## config.mk

```make
export PLATFORM = sky130hd
export DESIGN_NAME = codec_serial_port
export DESIGN_NICKNAME = d
export VERILOG_FILES = /design/src/codec_port_pkg.sv /design/src/bit_sync.sv /design/src/codec_serial_port.sv
export SDC_FILE = /design/constraint.sdc
export NUM_CORES = 1
export LEC_CHECK = 0
export CAP_MARGIN = 5
export CORE_UTILIZATION = 64
export CTS_CLUSTER_SIZE = 28
export DETAILED_ROUTE_END_ITERATION = 10
export DONT_BUFFER_PORTS = 1
export HOLD_SLACK_MARGIN = 0.12
export PLACE_DENSITY = 0.83
export REMOVE_ABC_BUFFERS = 1
export SLEW_MARGIN = 20
export SYNTH_ARGS = -nofsm -noshare
export SYNTH_HDL_FRONTEND = slang
export SYNTH_SLANG_ARGS = --single-unit
```

## constraint.sdc

```tcl
create_clock -name sys_clk -period 10.6 [get_ports sys_clk]
set_input_delay 2.12 -clock sys_clk [delete_from_list [all_inputs] [get_ports sys_clk]]
set_output_delay 2.12 -clock sys_clk [all_outputs]
set_load 0.01 [all_outputs]
```

## src/codec_port_pkg.sv

```systemverilog
// constants, register map and state types of the codec serial port
package codec_port_pkg;

    // register offsets on the plain register port
    localparam logic [7:0] OFS_FORMAT = 8'h00;
    localparam logic [7:0] OFS_MODE = 8'h04;
    localparam logic [7:0] OFS_PFC_C = 8'h08;
    localparam logic [7:0] OFS_PFC_D = 8'h0C;
    localparam logic [7:0] OFS_TX_DATA = 8'h10;
    localparam logic [7:0] OFS_RX_DATA = 8'h14;
    localparam logic [7:0] OFS_STATUS = 8'h18;
    localparam logic [7:0] OFS_CLEAR = 8'h1C;
    localparam logic [7:0] OFS_ENABLE = 8'h20;

    // data word geometry
    localparam int WORD_W = 24;
    localparam int BUS_W = 32;
    localparam logic [23:0] REG_RESET = 24'h00_0000;

    // format control fields
    localparam int WL_HI = 21;
    localparam int WL_LO = 19;
    localparam int ALC_BIT = 18;
    localparam int DC_HI = 16;
    localparam int DC_LO = 12;
    localparam int PSR_BIT = 11;
    localparam int PM_HI = 7;
    localparam int PM_LO = 0;

    // word length codes and their bit counts
    localparam logic [2:0] WL_CODE_8 = 3'h0;
    localparam logic [2:0] WL_CODE_12 = 3'h1;
    localparam logic [2:0] WL_CODE_16 = 3'h2;
    localparam logic [4:0] WL_BITS_8 = 5'h08;
    localparam logic [4:0] WL_BITS_12 = 5'h0C;
    localparam logic [4:0] WL_BITS_16 = 5'h10;
    localparam logic [4:0] WL_BITS_24 = 5'h18;

    // mode control fields
    localparam int IE_HI = 23;
    localparam int IE_LO = 18;
    localparam int RE_BIT = 17;
    localparam int TE_BIT = 16;
    localparam int MOD_BIT = 13;
    localparam int SYN_BIT = 12;
    localparam int CKP_BIT = 11;
    localparam int FSP_BIT = 10;
    localparam int FSR_BIT = 9;
    localparam int FSL_HI = 8;
    localparam int FSL_LO = 7;
    localparam int SHIFT_DIRECTION_BIT_BIT = 6;
    localparam int CLOCK_DIRECTION_BIT_BIT = 5;
    localparam logic [1:0] FSL_WORD = 2'h0;

    // event bits, laid out like the interrupt enables in mode control
    localparam int EV_N = 6;
    localparam int EV_TX = 0;
    localparam int EV_RX = 1;
    localparam int EV_TXL = 2;
    localparam int EV_RXL = 3;
    localparam int EV_TXE = 4;
    localparam int EV_RXE = 5;

    // fixed pre-divider used while the prescaler range bit is clear
    localparam int PREDIV_DEF = 8;
    localparam int PRE_W = 3;

    // link sequencer, gray coded along idle, sync, run
    typedef enum logic [1:0] {
        LINK_IDLE = 2'b00,
        LINK_SYNC = 2'b01,
        LINK_RUN = 2'b11
    } link_state_type;

    // complete state of the port
    typedef struct packed {
        link_state_type link;
        logic [23:0] format;
        logic [23:0] mode;
        logic [23:0] pfc_c;
        logic [23:0] pfc_d;
        logic [23:0] tx_hold;
        logic [23:0] rx_hold;
        logic [23:0] tx_word;
        logic [23:0] rx_word;
        logic tx_full;
        logic rx_full;
        logic [PRE_W-1:0] pre_cnt;
        logic [7:0] div_cnt;
        logic sck_int;
        logic clk_prev;
        logic fs_on;
        logic [4:0] bit_cnt;
        logic [4:0] slot_cnt;
        logic [EV_N-1:0] status;
        logic [EV_N-1:0] enable;
        logic [BUS_W-1:0] rdata;
        logic irq;
        logic sck_out;
        logic sck_oe_n;
        logic fs_out;
        logic txd_out;
        logic txd_oe_n;
    } port_state_type;

endpackage : codec_port_pkg

```

## src/bit_sync.sv

```systemverilog
// two flip-flop synchroniser for pin inputs
`timescale 1ns/1ps
`default_nettype none

module bit_sync #(
    parameter int W = 1
) (
    // clock and reset
    input wire logic sys_clk,
    input wire logic rst,
    // asynchronous in, synchronised out
    input wire logic [W-1:0] din,
    output logic [W-1:0] dout
);

    typedef struct packed {
        logic [W-1:0] s2;
        logic [W-1:0] s1;
    } sync_state_type;

    sync_state_type st;
    sync_state_type nxt;

    // first stage feeds only the second stage
    always_comb begin
        nxt.s1 = din;
        nxt.s2 = st.s1;
    end

    always_ff @(posedge sys_clk or posedge rst) begin
        if (rst) begin
            st <= '0;
        end else begin
            st <= nxt;
        end
    end

    assign dout = st.s2;

endmodule : bit_sync

`default_nettype wire

```

## src/codec_serial_port.sv

```systemverilog
// synchronous serial audio port for a stereo codec, with register port
//
// The address-and-strobe port and the placing of the registers were chosen for this implementation.
`timescale 1ns/1ps
`default_nettype none

module codec_serial_port #(
    parameter int PREDIV = codec_port_pkg::PREDIV_DEF
) (
    // clock and reset
    input wire logic sys_clk,
    input wire logic rst,
    // register port
    input wire logic [7:0] reg_addr,
    input wire logic [31:0] reg_wdata,
    input wire logic reg_wr,
    input wire logic reg_rd,
    output logic [31:0] reg_rdata,
    // interrupt
    output logic irq,
    // bit clock pin
    input wire logic sck_in,
    output logic sck_out,
    output logic sck_oe_n,
    // frame sync and data pins
    output logic fs_out,
    output logic txd_out,
    output logic txd_oe_n,
    input wire logic rxd_in
);

    codec_port_pkg::port_state_type st;
    codec_port_pkg::port_state_type nxt;

    logic sck_sync;
    logic rxd_sync;
    logic active;
    logic [4:0] wl_n;
    logic [4:0] wl_last;
    logic [4:0] shamt;
    logic [4:0] last_slot;
    logic eff_clk;
    logic launch;
    logic sample;
    logic tick;
    logic run_en;
    logic rx_store;

    // pin inputs pass two flip-flops first
    bit_sync #(.W(2)) pin_sync (
        .sys_clk(sys_clk),
        .rst(rst),
        .din({sck_in, rxd_in}),
        .dout({sck_sync, rxd_sync})
    );

    // word length code to bit count
    function automatic logic [4:0] wl_bits(input logic [2:0] code);
        logic [4:0] n;
        n = codec_port_pkg::WL_BITS_24;
        case (code)
            codec_port_pkg::WL_CODE_8: n = codec_port_pkg::WL_BITS_8;
            codec_port_pkg::WL_CODE_12: n = codec_port_pkg::WL_BITS_12;
            codec_port_pkg::WL_CODE_16: n = codec_port_pkg::WL_BITS_16;
            default: n = codec_port_pkg::WL_BITS_24;
        endcase
        return n;
    endfunction : wl_bits

    // position in the 24-bit word of the n-th bit on the wire
    function automatic logic [4:0] bit_idx(input logic [4:0] n,
                                           input logic [4:0] sh,
                                           input logic lsb_first);
        logic [4:0] msb;
        msb = 5'(codec_port_pkg::WORD_W - 1);
        return lsb_first ? 5'(sh + n) : 5'(msb - n);
    endfunction : bit_idx

    // decoded configuration and bit clock edges
    assign active = (st.pfc_c != codec_port_pkg::REG_RESET);
    assign wl_n = wl_bits(st.format[codec_port_pkg::WL_HI:
                                    codec_port_pkg::WL_LO]);
    assign wl_last = 5'(wl_n - 5'h01);
    assign shamt = 5'(codec_port_pkg::WORD_W - wl_n);
    assign last_slot = st.mode[codec_port_pkg::MOD_BIT] ?
        st.format[codec_port_pkg::DC_HI:codec_port_pkg::DC_LO] :
        5'h00;
    assign eff_clk = st.mode[codec_port_pkg::CLOCK_DIRECTION_BIT_BIT] ?
        st.sck_int : sck_sync;
    assign launch = st.mode[codec_port_pkg::CKP_BIT] ?
        (~eff_clk & st.clk_prev) : (eff_clk & ~st.clk_prev);
    assign sample = st.mode[codec_port_pkg::CKP_BIT] ?
        (eff_clk & ~st.clk_prev) : (~eff_clk & st.clk_prev);
    assign tick = st.format[codec_port_pkg::PSR_BIT] ||
        (st.pre_cnt == codec_port_pkg::PRE_W'(PREDIV - 1));
    assign run_en = active && (st.mode[codec_port_pkg::TE_BIT] ||
                               st.mode[codec_port_pkg::RE_BIT]);
    assign rx_store = run_en && !launch && sample &&
        st.link == codec_port_pkg::LINK_RUN &&
        st.mode[codec_port_pkg::RE_BIT] && st.bit_cnt == wl_last;

    // next state of the whole port
    always_comb begin
        logic [codec_port_pkg::EV_N-1:0] ev;
        logic [codec_port_pkg::EV_N-1:0] clr;
        logic [4:0] nb;
        logic [4:0] ns;
        logic alignment_bit;
        logic sync_early_bit;
        logic te;
        logic first_bit;
        logic frame_end;
        logic [23:0] w;
        ev = '0;
        clr = '0;
        nb = st.bit_cnt;
        ns = st.slot_cnt;
        alignment_bit = st.format[codec_port_pkg::ALC_BIT];
        sync_early_bit = st.mode[codec_port_pkg::FSR_BIT];
        te = st.mode[codec_port_pkg::TE_BIT];
        first_bit = 1'b0;
        frame_end = 1'b0;
        w = st.tx_word;
        nxt = st;
        nxt.rdata = '0;
        nxt.clk_prev = eff_clk;

        // internal bit clock: pre-divider, then modulus plus one
        if (active && st.mode[codec_port_pkg::CLOCK_DIRECTION_BIT_BIT]) begin
            if (tick) begin
                nxt.pre_cnt = '0;
                if (st.div_cnt == st.format[codec_port_pkg::PM_HI:
                                            codec_port_pkg::PM_LO]) begin
                    nxt.div_cnt = '0;
                    nxt.sck_int = ~st.sck_int;
                end else begin
                    nxt.div_cnt = 8'(st.div_cnt + 8'h01);
                end
            end else begin
                nxt.pre_cnt = codec_port_pkg::PRE_W'(st.pre_cnt + 1'b1);
            end
        end else begin
            nxt.pre_cnt = '0;
            nxt.div_cnt = '0;
            nxt.sck_int = 1'b0;
        end

        // read side effects come before any store of a new word
        if (reg_rd) begin
            if (reg_addr == codec_port_pkg::OFS_FORMAT) begin
                nxt.rdata = {8'h00, st.format};
            end else if (reg_addr == codec_port_pkg::OFS_MODE) begin
                nxt.rdata = {8'h00, st.mode};
            end else if (reg_addr == codec_port_pkg::OFS_PFC_C) begin
                nxt.rdata = {8'h00, st.pfc_c};
            end else if (reg_addr == codec_port_pkg::OFS_PFC_D) begin
                nxt.rdata = {8'h00, st.pfc_d};
            end else if (reg_addr == codec_port_pkg::OFS_TX_DATA) begin
                nxt.rdata = {8'h00, st.tx_hold};
            end else if (reg_addr == codec_port_pkg::OFS_RX_DATA) begin
                nxt.rdata = {8'h00, st.rx_hold};
                nxt.rx_full = 1'b0;
            end else if (reg_addr == codec_port_pkg::OFS_STATUS) begin
                nxt.rdata = {26'h000_0000, st.status};
            end else if (reg_addr == codec_port_pkg::OFS_ENABLE) begin
                nxt.rdata = {26'h000_0000, st.enable};
            end else begin
                nxt.rdata = '0;
            end
        end

        // frame sequencer on the launch edge
        if (!run_en) begin
            nxt.link = codec_port_pkg::LINK_IDLE;
            nxt.bit_cnt = '0;
            nxt.slot_cnt = '0;
            nxt.fs_on = 1'b0;
            nxt.txd_out = 1'b0;
        end else if (launch) begin
            case (st.link)
                codec_port_pkg::LINK_IDLE: begin
                    nxt.link = sync_early_bit ? codec_port_pkg::LINK_SYNC :
                        codec_port_pkg::LINK_RUN;
                    nb = sync_early_bit ? wl_last : 5'h00;
                    ns = sync_early_bit ? last_slot : 5'h00;
                end
                default: begin
                    nxt.link = codec_port_pkg::LINK_RUN;
                    if (st.bit_cnt == wl_last) begin
                        nb = 5'h00;
                        ns = (st.slot_cnt == last_slot) ? 5'h00 :
                            5'(st.slot_cnt + 5'h01);
                    end else begin
                        nb = 5'(st.bit_cnt + 5'h01);
                    end
                end
            endcase
            nxt.bit_cnt = nb;
            nxt.slot_cnt = ns;
            first_bit = (nxt.link == codec_port_pkg::LINK_RUN) &&
                ns == 5'h00 && nb == 5'h00;
            frame_end = ns == last_slot && nb == wl_last;
            // word-long pulse in word mode, else one-bit pulse, either on or just before the first bit
            if (st.mode[codec_port_pkg::FSL_HI:codec_port_pkg::FSL_LO] ==
                codec_port_pkg::FSL_WORD) begin
                nxt.fs_on = sync_early_bit ? (frame_end || (ns == 5'h00 &&
                    nb != wl_last && nxt.link == codec_port_pkg::LINK_RUN))
                    : (ns == 5'h00);
            end else begin
                nxt.fs_on = sync_early_bit ? frame_end : first_bit;
            end
            // load the next transmit word at the start of each slot
            if (nxt.link == codec_port_pkg::LINK_RUN && nb == 5'h00 && te) begin
                w = alignment_bit ? (st.tx_hold << shamt) : st.tx_hold;
                nxt.tx_word = w;
                ev[codec_port_pkg::EV_TXE] = !st.tx_full;
                ev[codec_port_pkg::EV_TX] = 1'b1;
                ev[codec_port_pkg::EV_TXL] = (ns == last_slot);
                nxt.tx_full = 1'b0;
            end
            nxt.txd_out = (te && nxt.link == codec_port_pkg::LINK_RUN) ?
                w[bit_idx(nb, shamt, st.mode[codec_port_pkg::SHIFT_DIRECTION_BIT_BIT])] :
                1'b0;
        end else if (sample && st.link == codec_port_pkg::LINK_RUN &&
                     st.mode[codec_port_pkg::RE_BIT]) begin
            nxt.rx_word[bit_idx(st.bit_cnt, shamt,
                st.mode[codec_port_pkg::SHIFT_DIRECTION_BIT_BIT])] = rxd_sync;
            if (rx_store) begin
                nxt.rx_hold = alignment_bit ? (nxt.rx_word >> shamt) :
                    ((nxt.rx_word >> shamt) << shamt);
                ev[codec_port_pkg::EV_RXE] = st.rx_full;
                ev[codec_port_pkg::EV_RX] = 1'b1;
                ev[codec_port_pkg::EV_RXL] = (st.slot_cnt == last_slot);
                nxt.rx_full = 1'b1;
            end
        end

        // register writes; a transmit write wins over the load clear
        if (reg_wr) begin
            if (reg_addr == codec_port_pkg::OFS_FORMAT) begin
                nxt.format = reg_wdata[23:0];
            end else if (reg_addr == codec_port_pkg::OFS_MODE) begin
                nxt.mode = reg_wdata[23:0];
            end else if (reg_addr == codec_port_pkg::OFS_PFC_C) begin
                nxt.pfc_c = reg_wdata[23:0];
            end else if (reg_addr == codec_port_pkg::OFS_PFC_D) begin
                nxt.pfc_d = reg_wdata[23:0];
            end else if (reg_addr == codec_port_pkg::OFS_TX_DATA) begin
                nxt.tx_hold = reg_wdata[23:0];
                nxt.tx_full = 1'b1;
            end else if (reg_addr == codec_port_pkg::OFS_CLEAR) begin
                clr = reg_wdata[codec_port_pkg::EV_N-1:0];
            end else if (reg_addr == codec_port_pkg::OFS_ENABLE) begin
                nxt.enable = reg_wdata[codec_port_pkg::EV_N-1:0];
            end
        end

        // sticky status: a new event wins over a clear
        nxt.status = (st.status & ~clr) | ev;
        if (!active) begin
            nxt.status = '0;
            nxt.tx_full = 1'b0;
            nxt.rx_full = 1'b0;
        end

        // registered pin and interrupt outputs
        nxt.irq = |(nxt.status & nxt.enable &
            nxt.mode[codec_port_pkg::IE_HI:codec_port_pkg::IE_LO]);
        nxt.sck_out = nxt.sck_int;
        nxt.sck_oe_n = !(active && nxt.mode[codec_port_pkg::CLOCK_DIRECTION_BIT_BIT]);
        nxt.fs_out = nxt.fs_on ^ nxt.mode[codec_port_pkg::FSP_BIT];
        nxt.txd_oe_n = !(run_en && te);
    end

    // one register stage for the whole port
    always_ff @(posedge sys_clk or posedge rst) begin
        if (rst) begin
            st <= '0;
            st.sck_oe_n <= 1'b1;
            st.txd_oe_n <= 1'b1;
        end else begin
            st <= nxt;
        end
    end

    assign reg_rdata = st.rdata;
    assign irq = st.irq;
    assign sck_out = st.sck_out;
    assign sck_oe_n = st.sck_oe_n;
    assign fs_out = st.fs_out;
    assign txd_out = st.txd_out;
    assign txd_oe_n = st.txd_oe_n;
endmodule : codec_serial_port
`default_nettype wire

```

==> impl_metrics.csv <==
group,metric,value,unit
status,status,"completed",
grt,grt_max_degree,108,
logic_synthesis,synth_edf_count,0,
sta,setup-violations-final,0,
logic_synthesis,seq_area_frac_synth,46.34,%
sta,finalHoldViolCount,0,
cells_and_area,layout.cells.most_common_list,"dfrtp_1, nand2_1, mux2_2, nor2_1, o21ai_0",
routing,post_drt_wl_per_cell,24.97,µm
sta,rsz0062_at_grt,"no",
grt,grt_use_total,36.40,%
pwr,switching_share,25.84,%
cells_and_area,nFillCells,1591,
worst_setup_path,endpoint_kind,"flip-flop",
place,numPortBuffers,0,
place,placed_area,14250,µm²
cells_and_area,antenna_cells,0,
routing,wirelength,40.98,mm
cells_and_area,synthToLayoutAreaGrowth,6.161,%
sta,setup_tns,0,ns
clocking,cts_buffers,28,
cells_and_area,final_cell_area,15200,µm²
die,initial_core_util,65.40,%
routing,num_vias,11435,
sta,slew_violations,0,
cells_and_area,layout.nets,1396,
pwr,combPwrFrac,8.8,%
worst_hold_path,min_to,"pin_sync.dout[1]$_DFF_PP0_",
worst_setup_path,critPathKind,"reg -> reg",
worst_setup_path,slowest_stage,"dfrtp_1",
worst_setup_path,reg2reg_depth,14,
die,boundaryPins,84,
sta,tightest_slew,1.170,ns
pwr,p_per_area,148.5,nW/µm²
clocking,cts.hold.buffers_added,0,
sta,period_needed,5.787,ns
die,fp.dieArea,22970,µm²
clocking,cts_root_buf,"clkbuf_16",
logic_synthesis,syn_area,14320,µm²
place,hpwlAfterDp,27.46,mm
cells_and_area,drive_gt1_share,18.66,%
pwr,ir_worst_vdd,156.6,µV
worst_setup_path,worstPathRequired,11.08,ns
worst_setup_path,start_kind,"flip-flop",
grt,grt-ovfl-total,0,
logic_synthesis,yosys.cell_types.count,84,
clocking,cts.clk_slew.worst_paths,0.06,ns
routing,final_antenna_net_count,0,
pwr,clock_power_share,43.5,%
clocking,ctsResizeCount,0,
worst_setup_path,cpMostUsedCell,"ha_1",
worst_setup_path,path_cells,"inv_1 -> nand2_1 -> clkinv_1 -> ha_1 -> and4bb_2 -> mux2_2 -> o32ai_1 -> ha_1 -> nor4b_1 -> o21ai_0 -> nor4_2 -> nand4_1 -> a31oi_2 -> xor2_1",
clocking,clk_latency,0.56,ns
cells_and_area,final_common_cell,"dfrtp_1",
die,rows,54,
logic_synthesis,synthTopCellsByArea,"dfrtp_1, mux2_2, nand2_1, mux2i_1, o21ai_0",
worst_setup_path,max_stage_delay,0.77,ns
pwr,power,2256,µW
worst_setup_path,critPathLaunch,"st[265]$_DFFE_PP0P_",
grt,antenna_found_initial,0,
cells_and_area,final_util,69.43,%
clocking,clockBufferDepth,3,
logic_synthesis,synthArstFlopShare,100.0,%
routing,drt_iter0_drc,1085,
routing,drc_errors,0,
sta,timing.final.crit_share,54.59,%
logic_synthesis,synth-main-ff-cell,"dfrtp_1",
worst_hold_path,hold_depth,0,
pwr,p_leak,0.006572,µW
worst_setup_path,critPathMaxFanout,18,
worst_hold_path,worstHoldStart,"pin_sync.nxt[3]$_DFF_PP0_",
clocking,post_cts_buffers,0,
worst_setup_path,rrSetupSlack,4.81,ns
die,core_area,21890,µm²
clocking,tritoncts,"done",
pwr,p_int,1673,µW
die,dieWidth,151.6,µm
clocking,htree_levels,1,
logic_synthesis,synth_top_area_share,45.97,%
sta,fmax,0.1728,GHz
worst_setup_path,worstReg2RegEnd,"fs_out$_DFF_PP0_",
die,die_h,151.6,µm
logic_synthesis,avgSynthCellArea,10.17,µm²
worst_setup_path,cp.arrival,6.26,ns
pwr,power_frac_seq,47.8,%
logic_synthesis,yosysWarnings,0,
logic_synthesis,synth_top_area_cell,"dfrtp_1",
logic_synthesis,ys_ff_latch,265,
flow_run,max-cap-violations,0,
routing,first_pass_iters,5,
sta,relSlewSlack,21.84,%
clocking,cts.sinks,265,
grt,grt_first_pass_wirelength,62.85,mm
place,gp_congestion,0.9767,
logic_synthesis,synthCells,1408,
sta,skew,0.01581,ns
worst_setup_path,r2r-start,"st[265]$_DFFE_PP0P_",
worst_hold_path,hold_class,"reg -> reg",
grt,grt_pass1_vias,11076,
sta,hold_ws,0.3519,ns
routing,vias_per_cell,6.968,
pwr,netSwitchingPower,583.0,µW
==> sequential cells by signal, indices dropped and copies added (netlist names) <==
name,cells
st,231
reg_rdata,24
pin_sync.dout,2
pin_sync.nxt,2
fs_out,1
irq,1
sck_oe_n,1
sck_out,1
txd_oe_n,1
txd_out,1
==> power by group through the flow <==
stage	combinational, µW	sequential, µW	clock, µW
4_1_cts	194	1080	986
6_report	198	1080	981
3_5_place_dp	192	1090	0
2_1_floorplan	136	1080	0
5_1_grt	215	1080	1030
3_3_place_gp	188	1090	0
==> through the flow <==
stage	worst slack, ns	std cells
after floorplan	1.186	1290
final	4.813	1641
after global routing	4.480	1641
after detailed placement	4.757	1589
after CTS	4.906	1641
after global placement	4.961	1589
==> metal layers <==
layer / wire length, µm / vias to the layer above / global-route usage (%)
li1: - / 5026 / -
met1: 16200 / 5656 / 48.69
met2: 18930 / 623 / 56.21
met3: 3831 / 130 / 7.784
met4: 2006 / 0 / 18.32
met5: 0 / - / 0
==> worst max-delay path, delay by kind of cell, from the launching register on <==
kind,cells,cell delay [ns]
and+or+nand+nor,5,1.72
DFF,1,0.77
AOI/OAI and AO/OA,3,1.15
xor gates and xnor gates,1,0.16
buffers and inverters,2,0.71
muxes,1,0.38
adders and majority gates,2,0.81
==> cell type report <==
class | instances | area (µm²) | share of cell area [%]
sequential | 265 | 6634 | 43.65
multi-input combinational | 1007 | 7059 | 46.45
clock inverter | 12 | 117.6 | 0.7739
timing repair buffer | 19 | 146.4 | 0.9632
tap | 280 | 350.3 | 2.305
clock buffer | 40 | 815.8 | 5.368
inverter | 18 | 75.07 | 0.4939
==> how the worst max path moves through the flow <==
| stage | to | depth (start not counted) |
|---|---|---|
| detailed placement | st[219]$_DFFE_PP0P_ | 6 |
| finish | fs_out$_DFF_PP0_ | 14 |
| CTS | fs_out$_DFF_PP0_ | 14 |
| floorplan | fs_out$_DFF_PP0_ | 1 |
| global placement | st[210]$_DFFE_PP0P_ | 6 |
| global route | fs_out$_DFF_PP0_ | 14 |
==> cell families (layout without fill, tap and decap cells) <==
logic type | Yosys count | count (layout) | share of synthesized area [%]
AOI/OAI and AO/OA | 327 | 327 | 15.90
and+or+nand+nor | 435 | 435 | 14.72
xor gates and xnor gates | 24 | 24 | 1.573
muxes | 202 | 202 | 15.55
DFF | 265 | 265 | 46.34
adders and majority gates | 11 | 11 | 1.066
other | 1 | 8 | 0.02619
buffers and inverters | 143 | 89 | 4.833
==> cell usage after synthesis (all sizes together), types with 11 or more instances <==
cell type    n
nor4        14
clkbuf      75
nor2b       29
or2         11
o21ai       75
nor3        45
nor2        75
xnor2       17
a31oi       16
inv         17
dfrtp      263
nand2      158
a211oi      26
mux2i       48
nand4       11
and2        12
o221ai      29
o22ai       17
nand2b      16
buf         50
a21oi       49
a221oi      27
mux2       153
nand3       33
a22oi       14
Power figures use the tool's default switching activity.
